## config.mk

```make
export PLATFORM = sky130hd
export DESIGN_NAME = dhrs_reset_seq
export DESIGN_NICKNAME = d
export VERILOG_FILES = /design/src/hw/dhrs_pkg.sv /design/src/hw/dhrs_reset_seq.sv
export SDC_FILE = /design/constraint.sdc
export NUM_CORES = 1
export LEC_CHECK = 0
export BUFFER_PORTS_ARGS = -buffer_cell sky130_fd_sc_hd__buf_2
export CAP_MARGIN = 20
export CORE_MARGIN = 2
export CORE_UTILIZATION = 63
export DETAILED_ROUTE_END_ITERATION = 16
export MAX_ROUTING_LAYER = met4
export PLACE_DENSITY = 0.82
export SKIP_LAST_GASP = 1
export SLEW_MARGIN = 40
export SYNTH_ARGS = -nofsm -noshare
export SYNTH_HDL_FRONTEND = slang
export SYNTH_SLANG_ARGS = --single-unit
```

## constraint.sdc

```tcl
create_clock -name clock -period 2.5 [get_ports clock]
set_input_delay 0.25 -clock clock [delete_from_list [all_inputs] [get_ports clock]]
set_output_delay 0.25 -clock clock [all_outputs]
set_load 0.02 [all_outputs]
```

## src/hw/dhrs_pkg.sv

```systemverilog
package dhrs_pkg;
    // Clock rate in kHz (200 MHz)
    localparam int CLK_KHZ = 200000;
    // Filter thresholds and reset-cancel periods in their own units
    localparam int REJECT_US = 5;
    localparam int ACCEPT_US = 9;
    localparam int NVM_MS = 5;
    localparam int BLANK_MS = 120;
    // Derived cycle counts; the accept point rounds down so 9 us always resets
    localparam int REJECT_CYC = (REJECT_US * CLK_KHZ + 999) / 1000;
    localparam int ACCEPT_CYC = (ACCEPT_US * CLK_KHZ) / 1000;
    localparam int NVM_CYC = (NVM_MS * CLK_KHZ);
    localparam int BLANK_CYC = (BLANK_MS * CLK_KHZ);
    // Accepted pulse length, between the reject and accept points
    localparam int FILT_CYC = (REJECT_CYC + ACCEPT_CYC) / 2;
    localparam int CNT_W = 25;
    // Sequencer states
    typedef enum logic [2:0] {
        DHRS_RUN,
        DHRS_HELD,
        DHRS_BLANK,
        DHRS_LOAD,
        DHRS_WAIT
    } dhrs_state_t;
endpackage : dhrs_pkg

```

## src/hw/dhrs_reset_seq.sv

```systemverilog
`timescale 1ns/100ps
// Function
// Host holds reset low 10 us minimum
// Reject under 5 us, accept over 9 us
// Glitch filter stays active during held reset
// Reload nonvolatile settings within 5 ms
// Reset-cancel 5 ms from sleep-in
// Reset-cancel 120 ms from sleep-out
// Display blanked throughout resetting period
// Sleep-in reset keeps blank, no sequence
// Registers return to defaults after reset
// Host waits 5 ms before commands
// Host waits 120 ms before wake command; ready_for_wake holds it off only after a sleep-out reset
// Synchronise pin, count pulse width on clock
module dhrs_reset_seq #(
    parameter int FILT_CYCLES = dhrs_pkg::FILT_CYC,
    parameter int NVM_CYCLES = dhrs_pkg::NVM_CYC,
    parameter int BLANK_CYCLES = dhrs_pkg::BLANK_CYC
) (
    input wire logic clock,
    input wire logic rst,
    input wire logic hw_reset_n,
    input wire logic sleep_out,
    input wire logic load_done,
    output logic ctrl_reset,
    output logic display_blank,
    output logic blank_seq_active,
    output logic load_start,
    output logic load_busy,
    output logic ready_for_cmd,
    output logic ready_for_wake
);
    import dhrs_pkg::*;

    // Fixed cycles from pin release to ready_for_cmd besides filter and settle: two sync flops, filter confirm, load entry, run entry, output register
    localparam int PIPE_CYC = 6;
    // Last settle count, so commands open no later than the cancel bound after release
    localparam int CANCEL_LAST = NVM_CYCLES - FILT_CYCLES - PIPE_CYC;

    logic pin_meta;
    logic pin_sync;
    logic [CNT_W-1:0] low_cnt;
    logic [CNT_W-1:0] high_cnt;
    logic reset_held;
    logic [CNT_W-1:0] seq_cnt;
    logic [CNT_W-1:0] wake_cnt;
    logic from_sleep_out;
    logic blank_run;
    logic [CNT_W-1:0] blank_cnt;
    dhrs_state_t state;

    // Controller is held in reset in either holding state
    function automatic logic in_reset(input dhrs_state_t s);
        return (s == DHRS_HELD) || (s == DHRS_BLANK);
    endfunction : in_reset

    // Two-flop synchroniser for the pin; first stage feeds only the second
    always_ff @(posedge clock) begin
        if (rst) begin
            pin_meta <= 1'b1;
            pin_sync <= 1'b1;
        end else begin
            pin_meta <= hw_reset_n;
            pin_sync <= pin_meta;
        end
    end

    // Low-time counter; saturates so long pulses never wrap
    always_ff @(posedge clock) begin
        if (rst || pin_sync) begin
            low_cnt <= '0;
        end else if (low_cnt != {CNT_W{1'b1}}) begin
            low_cnt <= low_cnt + 1'b1;
        end
    end

    // High-time counter so a short high spike cannot end a held reset
    always_ff @(posedge clock) begin
        if (rst || !pin_sync) begin
            high_cnt <= '0;
        end else if (high_cnt != {CNT_W{1'b1}}) begin
            high_cnt <= high_cnt + 1'b1;
        end
    end

    // Held flag: set after filtered low time, cleared after filtered high time
    always_ff @(posedge clock) begin
        if (rst) begin
            reset_held <= 1'b0;
        end else if (low_cnt >= CNT_W'(FILT_CYCLES)) begin
            reset_held <= 1'b1;
        end else if (high_cnt >= CNT_W'(FILT_CYCLES)) begin
            reset_held <= 1'b0;
        end
    end

    // Blanking sequence timer; keeps running after an early release
    always_ff @(posedge clock) begin
        if (rst) begin
            blank_run <= 1'b0;
            blank_cnt <= '0;
        end else if (state == DHRS_RUN && reset_held && sleep_out) begin
            blank_run <= 1'b1;
            blank_cnt <= '0;
        end else if (blank_run) begin
            blank_cnt <= blank_cnt + 1'b1;
            if (blank_cnt >= CNT_W'(BLANK_CYCLES - 1)) begin
                blank_run <= 1'b0;
            end
        end
    end

    // Sequencer: held, load on release even mid-blank so the reload is never late
    always_ff @(posedge clock) begin
        if (rst) begin
            state <= DHRS_RUN;
            seq_cnt <= '0;
            from_sleep_out <= 1'b0;
        end else begin
            case (state)
                DHRS_RUN: begin
                    seq_cnt <= '0;
                    if (reset_held) begin
                        from_sleep_out <= sleep_out;
                        state <= sleep_out ? DHRS_BLANK : DHRS_HELD;
                    end
                end
                DHRS_BLANK: begin
                    // Release starts the reload at once; blanking ends on its own timer
                    seq_cnt <= '0;
                    if (!reset_held) begin
                        state <= DHRS_LOAD;
                    end else if (!blank_run) begin
                        state <= DHRS_HELD;
                    end
                end
                DHRS_HELD: begin
                    seq_cnt <= '0;
                    if (!reset_held) begin
                        state <= DHRS_LOAD;
                    end
                end
                DHRS_LOAD: begin
                    seq_cnt <= seq_cnt + 1'b1;
                    if (reset_held) begin
                        state <= DHRS_HELD;
                    end else if (load_done || seq_cnt >= CNT_W'(CANCEL_LAST - 1)) begin
                        state <= DHRS_WAIT;
                    end
                end
                DHRS_WAIT: begin
                    seq_cnt <= seq_cnt + 1'b1;
                    if (reset_held) begin
                        state <= DHRS_HELD;
                    end else if (seq_cnt >= CNT_W'(CANCEL_LAST)) begin
                        state <= DHRS_RUN;
                    end
                end
                default: begin
                    state <= DHRS_RUN;
                end
            endcase
        end
    end

    // Wake guard counter from release; longer when reset came from sleep-out
    always_ff @(posedge clock) begin
        if (rst || in_reset(state)) begin
            wake_cnt <= '0;
        end else if (wake_cnt != {CNT_W{1'b1}}) begin
            wake_cnt <= wake_cnt + 1'b1;
        end
    end

    // Registered outputs
    always_ff @(posedge clock) begin
        if (rst) begin
            ctrl_reset <= 1'b1;
            display_blank <= 1'b1;
            blank_seq_active <= 1'b0;
            load_start <= 1'b0;
            load_busy <= 1'b0;
            ready_for_cmd <= 1'b0;
            ready_for_wake <= 1'b0;
        end else begin
            ctrl_reset <= in_reset(state);
            display_blank <= (state != DHRS_RUN) || blank_run;
            blank_seq_active <= blank_run;
            load_start <= in_reset(state) && !reset_held;
            load_busy <= (state == DHRS_LOAD);
            ready_for_cmd <= (state == DHRS_RUN) && !reset_held;
            ready_for_wake <= (state == DHRS_RUN) && !reset_held
                && (!from_sleep_out || wake_cnt >= CNT_W'(BLANK_CYCLES));
        end
    end
endmodule : dhrs_reset_seq

```

==> flow_metrics.tcl <==
set metrics [dict create \
    htreeDepth 4 \
    yosysSeqAreaShare_pct 41.0 \
    vdd_drop_max_mv 0.651 \
    switching_power_mw 1.28 \
    final_cell_mix "140 x dfxtp_1, 136 x nor2_1, 58 x nand2_1" \
    ys.flop_type "dfxtp_1" \
    drc 0 \
    final_common_cell "dfxtp_1" \
    root_buffer "clkbuf_8" \
    worst_slack_ns 0.138 \
    synth_nets 841 \
    hp-start "rst" \
    gr-total-overflow 0 \
    via_per_inst 6.12 \
    power_density_mw_per_mm2 721 \
    syn_to_final_growth_pct 12.4 \
    antenna_found_initial 0 \
    start_util_pct 63.9 \
    reg2reg_from "seq_cnt[7]" \
    p_seq_share_pct 43.0 \
    wl_mm 15.1 \
    ioPinCount 12 \
    post_cts_buffers 0 \
    hold_end "state[1]" \
    async_flop_share_pct 0 \
    pwr-share-comb_pct 7.2 \
    synthesis.area_mm2 0.00683 \
    skew_ns 0.00485 \
    yosysTopAreaCell "dfxtp_1" \
    fp.dieW_um 108 \
    regArea_mm2 0.00280 \
    drtPass1Iterations 6 \
    criticalPathCategory "reg -> reg" \
    maxSlewViolCount 0 \
    die_h_um 108 \
    cts_tree "built" \
    io_buffers 11 \
    clk_latency_ns 0.54 \
    grtUsageTotal_pct 27.5 \
    min_period_ns 2.36 \
    critPathRequiredTime_ns 2.92 \
    place_ws_ns 0.327 \
    grt_max_degree 36 \
    setup_viol 0 \
    hold_viol_final 0 \
    grt_pass1_wl_mm 25.3 \
    cpPeakStageDelay_ns 0.54 \
    dp_hpwl_mm 9.57 \
    crit_chain "nand3_1, nor4_2, nand4_1, nor4b_1, mux2i_1, o21ai_0" \
    vias 6044 \
    netSwitchingFraction_pct 23.1 \
    die_area_mm2 0.0117 \
    synth.area.top_cells "dfxtp_1 41%, nor2_1 7.5%, xor2_1 5.6%" \
    layout-drive-gt1-share_pct 9.33 \
    coreArea_mm2 0.0107 \
    grt_pass1_vias 5694 \
    max_freq_mhz 423 \
    clk_pin_slew_ns 0.06 \
    avgSynthCellArea_um2 8.27 \
    pwr-share-clk_pct 49.7 \
    p_int_mw 4.26 \
    worstMarginPinSlew_ns 0.743 \
    antenna_left 0 \
    reg2reg_slack_ns 0.14 \
    maxCapViolations 0 \
    nFillCells 781 \
    yosysTopAreaCellShare_pct 41.0 \
    gp_congestion 0.877 \
    leakage_nw 2.60 \
    synth_cells 826 \
    yosysUniqueCellTypes 62 \
    fp-row-count 38 \
    drt_iter0_drc 669 \
    nets 849 \
    tns_ns 0 \
    rsz0062_at_grt "false" \
    worst_path_max_delay_cell "nor4b_1" \
    cp_max_fo 8 \
    min_path_cells 2 \
    regToRegEndpoint "seq_cnt[23]" \
    critPathArrivalTime_ns 2.78 \
    diodes 0 \
    final.period_utilization_pct 94.5 \
    cts_buffers 17 \
    worstSetupStartpointType "flop" \
    outcome "finished, final reports clean" \
    ys_warn_count 0 \
    end_kind "flop" \
    synth_enable_flop_cells 0 \
    cts_sinks 140 \
    wire_per_inst_um 15.3 \
    clock_path_buffers 2 \
    slew-limit-headroom_pct 50.5 \
    reg2reg_depth 6 \
    worst_hold_path_type "in -> reg" \
    multi_input_area_mm2 0.00379 \
    synth_seq_cells 140 \
]
[repair_timing]
| item | in CTS | in global routing |
|---|---|---|
| hold buffers | 1 | 0 |
| gates resized for setup | 0 | 0 |
| endpoints found under the setup margin | 0 | 0 |
| endpoints found under the hold margin | 1 | 0 |
[worst max-delay path: cells and delay by family (launching register included)]
family | cells | cell delay (ns)
DFF | 1 | 0.51
muxes | 1 | 0.25
and+or+nand+nor | 4 | 1.38
AOI/OAI and AO/OA | 1 | 0.10
[worst max path at each step]
stage	from	end	slack, ns	depth (start not counted)
global placement	seq_cnt[0]	seq_cnt[24]	0.40	6
CTS	seq_cnt[0]	seq_cnt[24]	0.24	6
floorplan	wake_cnt[9]	wake_cnt[13]	0.46	7
global route	seq_cnt[0]	seq_cnt[24]	0.02	6
detailed placement	seq_cnt[0]	seq_cnt[24]	0.33	6
finish	seq_cnt[7]	seq_cnt[23]	0.14	6
[per-stage QoR]
stage	util, %	cells	hold WS, ns	total power, mW	instance area, um2
6_report	71.8	987	0.0283	5.54	7680
5_1_grt	71.8	987	0.0247	5.72	7680
4_1_cts	71.8	987	0.00404	5.56	7680
3_5_place_dp	65.7	954	0.402	2.83	7030
3_3_place_gp	65.7	954	0.391	2.81	7030
2_1_floorplan	-	826	0.354	2.71	6830
[power by group through the flow]
stage | Sequential, mW | Combinational (mW) | Clock [mW]
after global routing | 2.39 | 0.450 | 2.87
after detailed placement | 2.43 | 0.400 | 0
after floorplan | 2.45 | 0.257 | 0
final | 2.38 | 0.402 | 2.75
after CTS | 2.38 | 0.404 | 2.78
after global placement | 2.42 | 0.390 | 0
[Yosys cell counts, types with 8 or more instances]
cell	number
dfxtp_1	140
nor2_1	136
nand2_1	58
nand3_1	47
xor2_1	44
xnor2_1	40
a21oi_1	36
clkbuf_1	32
o21ai_0	32
nor3_1	29
nand4_1	26
and3_1	19
inv_1	19
nor4_1	12
a31oi_1	10
ha_1	10
or3_1	10
and4_1	9
a311oi_1	8
and2_1	8
[cell families (layout without fill, tap and decap cells)]
| family | count (synthesis) | after routing | synth area share [%] |
|---|---|---|---|
| compound gates | 125 | 125 | 11.5 |
| simple gates | 402 | 402 | 30.6 |
| flops | 140 | 140 | 41.0 |
| fa+ha+maj | 10 | 10 | 1.83 |
| xor+xnor | 84 | 84 | 10.8 |
| mux | 5 | 5 | 0.732 |
| buf+inv | 60 | 81 | 3.57 |
[sequential cells by signal (all words and copies together) (netlist names), 3 cells and up]
signal,cells
blank_cnt,25
high_cnt,25
low_cnt,25
seq_cnt,25
state,3
wake_cnt,25
[layer usage]
layer  share of wire, %  routed length (um)  GRT usage [%]
met1                 44                6620           31.4
met2                 49                7410           46.5
met3                5.2                 780           7.17
met4                1.8                 278           10.2
met5                  0                   0              -
[final cells by class]
type / count / share of cell area, %
Timing Repair Buffer: 30 / 2.61
Clock inverter: 11 / 2.46
Clock buffer: 21 / 5.98
Sequential cell: 140 / 36.5
Tap cell: 140 / 2.28
Inverter: 19 / 0.928
Multi-Input combinational cell: 626 / 49.3
(Power assumes the default switching activity.)
